$ cat src/hw/mmx_defines.svh
// Constants for the move and multiply execution datapath
// Operation
// - Load immediate into accumulator, flags untouched
// - Store accumulator to addressed byte, flags untouched
// - Store operand reaches all 256 bank bytes
// - Access bit picks access or selected bank
// - Extended set, access clear, f<=95 indexed
// - Multiply accumulator by immediate
// - Unsigned 16-bit product, high byte high
// - Immediate multiply keeps accumulator and flags
// - Memory multiply keeps both operands unchanged
// - Memory multiply flags nothing, no zero detect
`ifndef MMX_DEFINES_SVH
`define MMX_DEFINES_SVH
`define MMX_OP_LOAD_IMM 8'h0E
`define MMX_OP_MUL_IMM 8'h0D
`define MMX_OP7_STORE 7'h37
`define MMX_OP7_MUL_REG 7'h01
`define MMX_INDEX_LIMIT 8'h5F
`define MMX_ACCESS_BANK 4'h0
`define MMX_ACC_RESET 8'h00
`define MMX_PROD_RESET 16'h0000
`define MMX_PHASE_READ 2'h1
`define MMX_PHASE_WRITE 2'h3
`endif

$ cat src/hw/mmx_pkg.sv
// Types for the move and multiply execution datapath
package mmx_pkg;
  typedef enum logic [1:0] {
    MMX_Q1 = 2'b00,
    MMX_Q2 = 2'b01,
    MMX_Q3 = 2'b10,
    MMX_Q4 = 2'b11
  } mmx_phase_t;
  typedef enum logic [2:0] {
    MMX_OP_NONE = 3'b000,
    MMX_OP_LDI = 3'b001,
    MMX_OP_STO = 3'b010,
    MMX_OP_MLI = 3'b011,
    MMX_OP_MLR = 3'b100
  } mmx_op_t;
endpackage : mmx_pkg

$ cat src/hw/mmx_multiplier.sv
// Unsigned combinational multiplier
`timescale 1ns/100ps
`default_nettype none
module mmx_multiplier #(
  parameter int WIDTH = 8
) (
  input wire logic [WIDTH-1:0] a,
  input wire logic [WIDTH-1:0] b,
  output logic [2*WIDTH-1:0] product
);
  initial
  begin
    if (WIDTH < 1)
      $error("mmx_multiplier: WIDTH must be positive");
  end
  // Unsigned, full width, no overflow possible
  assign product = {{WIDTH{1'b0}}, a} * {{WIDTH{1'b0}}, b};
endmodule : mmx_multiplier
`default_nettype wire

$ cat src/hw/mmx_exec.sv
// Move and multiply execution datapath top
`timescale 1ns/100ps
`default_nettype none
`include "mmx_defines.svh"
module mmx_exec
  import mmx_pkg::*;
#(
  parameter int BANK_BITS = 4
) (
  input wire logic core_clk,
  input wire logic reset,
  input wire logic instr_valid,
  input wire logic [15:0] instr_word,
  input wire logic extended_set_en,
  input wire logic [BANK_BITS-1:0] bank_select_reg,
  input wire logic [7:0] mem_rdata,
  output logic [BANK_BITS+7:0] mem_addr,
  output logic mem_rd,
  output logic mem_wr,
  output logic [7:0] mem_wdata,
  output logic indexed_mode,
  output logic [7:0] acc,
  output logic [7:0] product_high,
  output logic [7:0] product_low,
  output logic flags_write,
  output logic busy
);
  initial
  begin
    if (BANK_BITS < 1 || BANK_BITS > 8)
      $error("mmx_exec: BANK_BITS out of range");
  end

  typedef struct packed {
    mmx_phase_t phase;
    mmx_op_t op;
    logic [7:0] operand;
    logic [7:0] data;
    logic [15:0] product;
    logic [15:0] prod;
    logic [7:0] acc;
    logic [BANK_BITS+7:0] addr;
    logic rd;
    logic wr;
    logic [7:0] wdata;
    logic indexed;
    logic flags;
    logic busy;
  } mmx_state_t;

  localparam mmx_state_t STATE_RESET = '{
    phase: MMX_Q1,
    op: MMX_OP_NONE,
    operand: 8'h00,
    data: 8'h00,
    product: `MMX_PROD_RESET,
    prod: `MMX_PROD_RESET,
    acc: `MMX_ACC_RESET,
    addr: '0,
    rd: 1'b0,
    wr: 1'b0,
    wdata: 8'h00,
    indexed: 1'b0,
    flags: 1'b0,
    busy: 1'b0
  };

  mmx_state_t state_reg;
  mmx_state_t state_next;
  logic [15:0] mult_out;
  logic [7:0] op_hi;
  logic access_bit;
  mmx_op_t decoded_op;
  logic reg_operand;
  logic [BANK_BITS+7:0] decoded_addr;
  logic decoded_indexed;

  assign op_hi = instr_word[15:8];
  assign access_bit = instr_word[8];

  mmx_multiplier #(
    .WIDTH(8)
  ) u_mult (
    .a(state_reg.acc),
    .b(state_reg.data),
    .product(mult_out)
  );

  // Opcode decode of the presented word
  always_comb
  begin
    decoded_op = MMX_OP_NONE;
    if (op_hi == `MMX_OP_LOAD_IMM)
    begin
      decoded_op = MMX_OP_LDI;
    end
    else if (op_hi == `MMX_OP_MUL_IMM)
    begin
      decoded_op = MMX_OP_MLI;
    end
    else if (op_hi[7:1] == `MMX_OP7_STORE)
    begin
      decoded_op = MMX_OP_STO;
    end
    else if (op_hi[7:1] == `MMX_OP7_MUL_REG)
    begin
      decoded_op = MMX_OP_MLR;
    end
  end

  // Register operand address and indexed report
  always_comb
  begin
    reg_operand = (decoded_op == MMX_OP_STO) || (decoded_op == MMX_OP_MLR);
    if (access_bit)
    begin
      decoded_addr = {bank_select_reg, instr_word[7:0]};
    end
    else
    begin
      decoded_addr = {{BANK_BITS{1'b0}}, instr_word[7:0]};
    end
    decoded_indexed = !access_bit && extended_set_en
      && (instr_word[7:0] <= `MMX_INDEX_LIMIT);
  end

  always_comb
  begin
    state_next = state_reg;
    state_next.rd = 1'b0;
    state_next.wr = 1'b0;
    state_next.flags = 1'b0;
    unique case (state_reg.phase)
      MMX_Q1:
      begin
        // Decode one word instruction
        state_next.op = MMX_OP_NONE;
        state_next.operand = instr_word[7:0];
        state_next.indexed = 1'b0;
        state_next.busy = 1'b0;
        if (instr_valid)
        begin
          state_next.busy = 1'b1;
          state_next.phase = MMX_Q2;
          state_next.op = decoded_op;
          if (reg_operand)
          begin
            // Full 8-bit offset in chosen bank
            state_next.addr = decoded_addr;
            state_next.indexed = decoded_indexed;
            state_next.rd = (decoded_op == MMX_OP_MLR);
          end
        end
      end
      MMX_Q2:
      begin
        // Operand read phase
        if (state_reg.op == MMX_OP_MLR)
        begin
          state_next.data = mem_rdata;
        end
        else
        begin
          state_next.data = state_reg.operand;
        end
        state_next.phase = MMX_Q3;
      end
      MMX_Q3:
      begin
        // Process phase, product settles here
        state_next.product = mult_out;
        state_next.wdata = state_reg.acc;
        state_next.wr = (state_reg.op == MMX_OP_STO);
        state_next.phase = MMX_Q4;
      end
      MMX_Q4:
      begin
        // Destination write phase
        unique case (state_reg.op)
          MMX_OP_LDI:
          begin
            state_next.acc = state_reg.data;
          end
          MMX_OP_MLI, MMX_OP_MLR:
          begin
            state_next.prod = state_reg.product;
          end
          MMX_OP_NONE, MMX_OP_STO:
          begin
            state_next.prod = state_reg.prod;
          end
          default:
          begin
            state_next.op = MMX_OP_NONE;
          end
        endcase
        state_next.busy = 1'b0;
        state_next.phase = MMX_Q1;
      end
    endcase
  end

  always_ff @(posedge core_clk or posedge reset)
  begin
    if (reset)
    begin
      state_reg <= STATE_RESET;
    end
    else
    begin
      state_reg <= state_next;
    end
  end

  assign mem_addr = state_reg.addr;
  assign mem_rd = state_reg.rd;
  assign mem_wr = state_reg.wr;
  assign mem_wdata = state_reg.wdata;
  assign indexed_mode = state_reg.indexed;
  assign acc = state_reg.acc;
  assign product_high = state_reg.prod[15:8];
  assign product_low = state_reg.prod[7:0];
  assign flags_write = state_reg.flags;
  assign busy = state_reg.busy;
endmodule : mmx_exec
`default_nettype wire

$ cat config.mk
export PLATFORM = sky130hd
export DESIGN_NAME = mmx_exec
export DESIGN_NICKNAME = d
export VERILOG_FILES = /design/src/hw/mmx_pkg.sv /design/src/hw/mmx_multiplier.sv /design/src/hw/mmx_exec.sv
export VERILOG_INCLUDE_DIRS = /design/src /design/src/hw
export SDC_FILE = /design/constraint.sdc
export NUM_CORES = 1
export LEC_CHECK = 0
export BUFFER_PORTS_ARGS = -buffer_cell sky130_fd_sc_hd__clkbuf_2
export CAP_MARGIN = 20
export CORE_MARGIN = 4
export CORE_UTILIZATION = 59
export DETAILED_ROUTE_END_ITERATION = 16
export GPL_TIMING_DRIVEN = 0
export PLACE_DENSITY = 0.82
export SYNTH_ARGS = -nofsm -noshare
export SYNTH_HDL_FRONTEND = slang
export SYNTH_HIERARCHICAL = 1
export SYNTH_SLANG_ARGS = --single-unit
$ cat constraint.sdc
create_clock -name core_clk -period 6 [get_ports core_clk]
set_input_delay 1.2 -clock core_clk [delete_from_list [all_inputs] [get_ports core_clk]]
set_output_delay 1.2 -clock core_clk [all_outputs]
set_load 0.02 [all_outputs]
==> run summary, run 1 <==
Outcome -> finished, final reports clean
GRT met2 Usage -> 35.52%
Crit path max-delay cell type -> fa_1
DRT iter0 DRCs -> 209
Number of synthesized register bits -> 85
Max-cap violations -> 0
Max reg flops -> 37
Area growth from synthesis to layout -> 13.99%
Post-route ant nets -> 0
Slew headroom -> 60.49%
Placed instance area -> 6516 um^2
Max incr delay on CP -> 0.56 ns
Hold Crit Class -> register to register
CTS tree -> yes
Hold buffers post-CTS -> 0
Die H -> 108.3 um
Number of flops mapped to enable cells by yosys -> 0
Core ar. -> 9774 um^2
Synth Flop Type -> dfrtp_1
Cells on Worst Hold Path -> 1
Worst-path cell chain -> and2_1, fa_1, inv_1, fa_1, inv_1, fa_1, inv_1, fa_1, inv_1, ha_1, and2_4, a221oi_2, nand3_1, nand2_1, a211oi_2, mux2_2
Max Fclk -> 213.5 MHz
Met3 GRT Util -> 5.015%
Postcts setup bufs -> 0
Busiest metal layer after global routing -> met2
DPL Wire Length -> 8.420 mm
Mapped Cells -> 533
Antenna violations before repair -> 0
Crit path max fanout -> 11
Final cycle utilization of the critical path -> 78.08%
# rows -> 36
Final Hold Fails -> 0
Syn avg cell area -> 11.14 um^2
Fill count -> 748
Total CTS buffers -> 9
H-tree depth -> 3
Initial DRT Pass Iterations -> 4
Share of post-route cells with drive strength above 1 -> 35.03%
Cells on worst reg2reg path -> 16
Detailed-route wire length -> 11.21 mm
Max Clock Skew -> 0.01200 ns
Via count -> 3,979
Startpoint Class -> register
Critical path endpoint -> state_reg[64]
R2r setup slk -> 1.32 ns
Gr usage total -> 21.11%
Final setup viols -> 0
Die ar. -> 11,730 um^2
DR WL/cell -> 14.73 um
Largest net degree at the start of global routing -> 44
Max Root-Sink Buffers -> 2
RR Startpoint -> acc[3]
Ys async rst share -> 100.0%
Root buffer cell -> clkbuf_8
Post-route DRC -> 0
Number of distinct library cells after synthesis -> 55
Mapped Area -> 5937 um^2
DIE WIDTH -> 108.3 um
Syn nets -> 641
First-pass GRT wire length -> 19.58 mm
Post-layout net count -> 731
CP Capture Type -> register
CTS sink count -> 85
Grt ovf -> 0
Post-synthesis sequential area ratio -> 35.83%
CTS clock-pin slew for the worst setup and hold paths -> 0.09 ns
WS Path Type -> register to register
Antenna diodes -> 0
Port-buffer cells -> 78
Unrepaired setup endpoints after global routing -> false
# IOs -> 81
Ys Warns -> 6
Reg2reg end -> state_reg[64]
Initial Util -> 60.74%
Critical Path Start -> acc[3]
Gpl congestion -> 0.8769
Max-slew violation count -> 0
Clk Latency, worst-skew pair -> 0.37 ns
Worst Path Required -> 6.25 ns
Crit path time final -> 4.685 ns
Slew at the pin with the worst max-slew slack -> 0.5927 ns
Vias in the first global route -> 4,249
Post-CTS sizing -> 0
Routed vias/inst -> 5.229
Critical Path AT -> 4.94 ns
Final Instance Area -> 6768 um^2
Setup_tns -> 0 ns
Global Route met1 Usage -> 27.20%
[stage by stage]
stage / hold WS [ns] / std cells / utilization [%] / setup slack, ns
2_1_floorplan: 0.4766 / 533 / - / 1.706
3_3_place_gp: 0.4740 / 744 / 66.44 / 1.444
3_5_place_dp: 0.4877 / 745 / 66.67 / 1.373
4_1_cts: 0.5086 / 761 / 69.24 / 1.305
5_1_grt: 0.5129 / 761 / 69.24 / 1.086
6_report: 0.5037 / 761 / 69.24 / 1.315
[how the worst min path moves through the flow]
stage                  start         endpoint  slack (ns)
4_1_cts        state_reg[59]  product_high[2]        0.51
6_report       state_reg[52]   product_low[3]        0.50
3_5_place_dp            busy             busy        0.49
5_1_grt        state_reg[52]   product_low[3]        0.51
3_3_place_gp    indexed_mode     indexed_mode        0.47
2_1_floorplan  state_reg[58]  product_high[1]        0.48
[routing by layer]
layer / part of all wire, % / vias up
met3: 5.0 / 20
met2: 51 / 106
met4: 1.6 / 0
met1: 42 / 1959
li1: - / 1894
met5: 0 / -
[logic make-up (layout without fill, tap and decap cells)]
logic type,after synthesis,count (layout),synth area share [%]
and+or+nand+nor,121,121,11.23
buffers and inverters,115,210,10.35
DFF,85,85,35.83
muxes,77,77,14.65
adders and majority gates,76,76,20.57
AOI/OAI and AO/OA,46,46,5.543
xor gates and xnor gates,12,12,1.770
other,1,1,0.06316
[worst max-delay path, delay by kind of cell (launching register included)]
family | cells | cell delay, ns
adders and majority gates | 5 | 2.44
and+or+nand+nor | 4 | 0.72
DFF | 1 | 0.53
AOI/OAI and AO/OA | 2 | 0.37
muxes | 1 | 0.28
buffers and inverters | 4 | 0.23
[synth_stat cells (3+ instances only)]
library cell  count  area share, %
a211o_1           3           0.44
inv_1            58            3.7
mux2_4            5            1.3
mux2i_1          13            2.2
ha_1             40            8.4
o21a_1            4           0.51
xor2_1            4           0.59
and2_1           47            5.0
dfrtp_1          85             36
fa_1             36             12
xnor2_1           8            1.2
mux2_2           59             11
and3_1            3           0.32
clkbuf_1          6           0.38
nand2_1          31            2.0
o21ai_0           6           0.51
nor2_1           18            1.1
a21oi_1          14            1.2
buf_4            46            5.8
[placed cells by master (no fill, tap or decap), types with 2 or more instances in the layout]
cell type,synthesis,final
and2_1,47,47
inv_6,0,2
dfrtp_1,85,85
ha_1,40,40
xor2_1,4,4
clkbuf_8,0,9
nand3_1,2,2
a211o_1,3,3
mux2_4,5,5
nor3_1,2,2
nor4_1,2,2
fa_1,36,36
buf_2,2,2
a211oi_2,2,2
mux2_2,59,59
o21ai_2,2,2
buf_4,46,46
nand2_1,31,31
clkbuf_1,6,6
o21ai_0,6,6
xnor2_1,8,8
mux2i_1,13,13
o21a_1,4,4
and3_1,3,3
inv_1,58,57
buf_1,2,2
o211ai_1,2,2
clkbuf_2,0,78
nor4bb_1,2,2
nor2_1,18,18
a21oi_1,14,14
bufinv_16,0,3
nand4bb_1,2,2
nor2b_1,2,2
[final cells by class]
type / count / area, um^2 / share of cell area [%]
timing repair buffer: 79 / 410.4 / 6.064
sequential: 85 / 2127 / 31.43
buffer: 57 / 396.6 / 5.861
clock buffer: 9 / 123.9 / 1.830
multi-input combinational: 333 / 3196 / 47.22
inverter: 58 / 220.2 / 3.254
clock inverter: 7 / 127.6 / 1.886
tap: 133 / 166.4 / 2.459
Power of run 1 is not shown: default switching activity piles up to over one toggle a cycle in this logic, so the estimate is an artifact.
==> run 2: changes to the inputs <==
--- a/config.mk
+++ b/config.mk
@@ -6,13 +6,14 @@
 export SDC_FILE = /design/constraint.sdc
 export NUM_CORES = 1
 export LEC_CHECK = 0
+export ABC_AREA = 1
 export BUFFER_PORTS_ARGS = -buffer_cell sky130_fd_sc_hd__clkbuf_2
 export CAP_MARGIN = 20
 export CORE_MARGIN = 4
-export CORE_UTILIZATION = 59
+export CORE_UTILIZATION = 54
 export DETAILED_ROUTE_END_ITERATION = 16
 export GPL_TIMING_DRIVEN = 0
-export PLACE_DENSITY = 0.82
+export PLACE_DENSITY = 0.78
 export SYNTH_ARGS = -nofsm -noshare
 export SYNTH_HDL_FRONTEND = slang
 export SYNTH_HIERARCHICAL = 1
==> constraint.sdc (replaced) <==
create_clock -name core_clk -period 4 [get_ports core_clk]
set_input_delay 0.8 -clock core_clk [delete_from_list [all_inputs] [get_ports core_clk]]
set_output_delay 0.8 -clock core_clk [all_outputs]
set_load 0.02 [all_outputs]
==> run 2 against run 1 <==
Against the previous run:
- area after synthesis rose by 7.0%
- critical path type unchanged
- via count grew 30%
- count of clock-buffer cells in the layout up 2
- register-to-register slack worse by 1.2 ns
- synthesized cell count grew 53%
- maximum frequency increased by 19%
==> run summary, run 2 <==
Number of synthesized register bits -> 85 (unchanged)
Core ar. -> 11,470 um^2 (+17%)
Max-cap violations -> 0 (unchanged)
Register Area -> 2145 um^2 (+0.82%)
First-pass GRT wire length -> 22.83 mm (+17%)
Crit path max fanout -> 5 (-6)
Die H -> 116.5 um (+7.5%)
Total Power -> 4309 uW
Final Hold Fails -> 0 (unchanged)
WHS -> 0.3974 ns (-0.1063 ns)
Worst Path Required -> 4.21 ns (-2.04 ns)
Max-slew violation count -> 0 (unchanged)
Root buffer cell -> clkbuf_16
Post-synthesis sequential area ratio -> 33.47% (-2.4 points)
Outcome -> finished, final reports clean
Critical Path AT -> 4.14 ns (-0.80 ns)
Ys async rst share -> 100.0% (unchanged)
Via count -> 5,167 (+30%)
Commonest non-fill, non-tap cells in the layout -> nand2_1 (242), inv_1 (162), clkbuf_2 (80), buf_4 (78), dfrtp_1 (71)
H-tree depth -> 3 (unchanged)
Area growth from synthesis to layout -> 19.59%
Synth top area share -> 33.47% (-2.4 points)
Post-layout net count -> 1,034 (+41%)
Cell taking the most area after synthesis -> dfrtp_1
Total CTS buffers -> 9 (unchanged)
DR WL/cell -> 12.72 um (-14%)
Multi-input logic area -> 3209 um^2 (+0.43%)
DR top layer -> met4
Setup_tns -> 0 ns (unchanged)
Met3 WL -> 661 um (+18%)
CTS sink count -> 85 (unchanged)
Die ar. -> 13,570 um^2 (+16%)
DIE WIDTH -> 116.5 um (+7.5%)
Routed vias/inst -> 4.811 (-8.0%)
DR WL met2 -> 6.895 mm (+21%)
Slew at the pin with the worst max-slew slack -> 0.6484 ns (+0.05569 ns)
Max Fclk -> 254.5 MHz (+19%)
Initial DRT Pass Iterations -> 5 (+1)
Cells on worst reg2reg path -> 20 (+4)
Final setup viols -> 0 (unchanged)
Pwr dens -> 567.0 nW/um^2
Syn nets -> 924 (+44%)
Unrepaired setup endpoints after global routing -> true
Startpoint Class -> register
# rows -> 39 (+8.3%)
Worst VDD drop -> 0.4907 mV
Max reg flops -> 37 (unchanged)
Syn avg cell area -> 7.788 um^2 (-30%)
Vias in the first global route -> 5,145 (+21%)
WS Path Type -> register to register
Most common cell after layout, fill and taps aside -> nand2_1
Port-buffer cells -> 79 (+1.3%)
Largest net degree at the start of global routing -> 67 (+52%)
Mapped Cells -> 816 (+53%)
Fill count -> 940 (+26%)
DPL Wire Length -> 10.18 mm (+21%)
CTS clock-pin slew for the worst setup and hold paths -> 0.06 ns (-0.03 ns)
Number of distinct library cells after synthesis -> 29 (-47%)
Share of post-route cells with drive strength above 1 -> 29.43% (-5.6 points)
Number of flops mapped to enable cells by yosys -> 0 (unchanged)
Clk Latency, worst-skew pair -> 0.34 ns (-0.03 ns)
CP Capture Type -> register
Final cycle utilization of the critical path -> 98.25% (+20 points)
DRT iter0 DRCs -> 319 (+53%)
Post-route DRC -> 0 (unchanged)
Most frequent cell after synthesis -> nand2_1
CTS tree -> yes
Initial Util -> 55.42% (-5.3 points)
Detailed-route wire length -> 13.67 mm (+22%)
Synth Flop Type -> dfrtp_1
Grt ovf -> 0 (unchanged)
Antenna violations before repair -> 0 (unchanged)
Hold Crit Class -> primary input to async pin
Synth area leaders -> dfrtp_1 (33%), nand2_1 (15%), fa_1 (11%)
Max Root-Sink Buffers -> 2 (unchanged)
Most instantiated cells after synthesis -> nand2_1 (256), inv_1 (167), dfrtp_1 (85)
Antenna diodes -> 0 (unchanged)
Max Clock Skew -> 0.007329 ns (-0.004672 ns)
Post-route ant nets -> 0 (unchanged)
Crit path time final -> 3.930 ns (-0.7549 ns)
# IOs -> 81 (unchanged)
Gpl congestion -> 0.8528 (-2.7%)
Metal1 wirelength -> 5.844 mm (+23%)
Ys Warns -> 6 (unchanged)
Mapped Area -> 6355 um^2 (+7.0%)
Gr usage total -> 21.21% (+0.097 points)
Slew headroom -> 56.77% (-3.7 points)
Lkg Pwr -> 0.004613 uW
Hold buffers post-CTS -> 0 (unchanged)
run 2: layout make-up:
cell class | count | area share [%]
Buffer | 61 | 5.746
Clock buffer | 11 | 3.194
Clock inverter | 5 | 0.7903
Inverter | 175 | 8.676
Multi-Input combinational cell | 481 | 42.23
Sequential cell | 85 | 28.22
Tap cell | 143 | 2.354
Timing Repair Buffer | 113 | 8.792
run 2: per-layer routing:
metal  GRT usage [%]  vias to the layer above
met4           5.800                        0
met1           26.72                     2397
met3           4.093                       25
li1                -                     2608
met5               0                        -
met2           37.34                      137
run 2: final timing paths:
path                               start             to  slack, ns
max in group asynchronous          reset         acc[7]       3.00
min in group core_clk      state_reg[75]  state_reg[75]       0.47
hold / removal                     reset         mem_rd       0.40
hold reg to reg            state_reg[75]  state_reg[75]       0.47
setup reg to reg           state_reg[69]  state_reg[62]       0.07
setup / recovery           state_reg[69]  state_reg[62]       0.07
run 2: kinds of logic (layout without fill, tap and decap cells):
group,after synthesis,in the layout,synth area share (%)
adders and majority gates,76,76,19.22
xor gates and xnor gates,7,7,0.9648
other,1,1,0.05901
buffers and inverters,250,365,18.04
and+or+nand+nor,328,328,21.54
AOI/OAI and AO/OA,69,69,6.714
DFF,85,85,33.47
run 2: critical path, cell delays in order, from the launching register on:
cell,delay (ns)
dfrtp_2,0.45
buf_4,0.17
nand2_1,0.07
inv_1,0.06
fa_2,0.41
fa_1,0.55
inv_1,0.05
fa_1,0.47
fa_1,0.54
inv_1,0.06
ha_4,0.27
nand2_2,0.10
nand2_1,0.06
nand2_1,0.05
nand2_1,0.04
nand2_1,0.07
nand3_1,0.07
nand2_1,0.06
nand2_1,0.09
nand2_1,0.08
o21ai_1,0.06
run 2: stage by stage:
stage	instance area [um^2]	setup WS (ns)	utilization, %	cells
floorplan	6355	0.04026	-	816
detailed placement	6959	-0.3787	60.69	1039
global route	7600	-0.06743	66.27	1074
CTS	7437	0.009189	64.86	1064
global placement	6929	-0.3333	60.43	1038
finish	7600	0.07002	66.27	1074
run 2: what timing repair did:
item                       in CTS  in global routing
pin swaps                       0                 14
buffers inserted               23                 10
setup endpoints to repair       9                  8
resized for setup              17                 35
run 2: report_power, final:
part           leakage, uW  switching [uW]  internal (uW)
Combinational      0.00334            1260            918
Sequential         0.00112             175           1120
Clock             0.000146             334            502
Total              0.00461            1770           2540
Power figures use the tool's default switching activity.
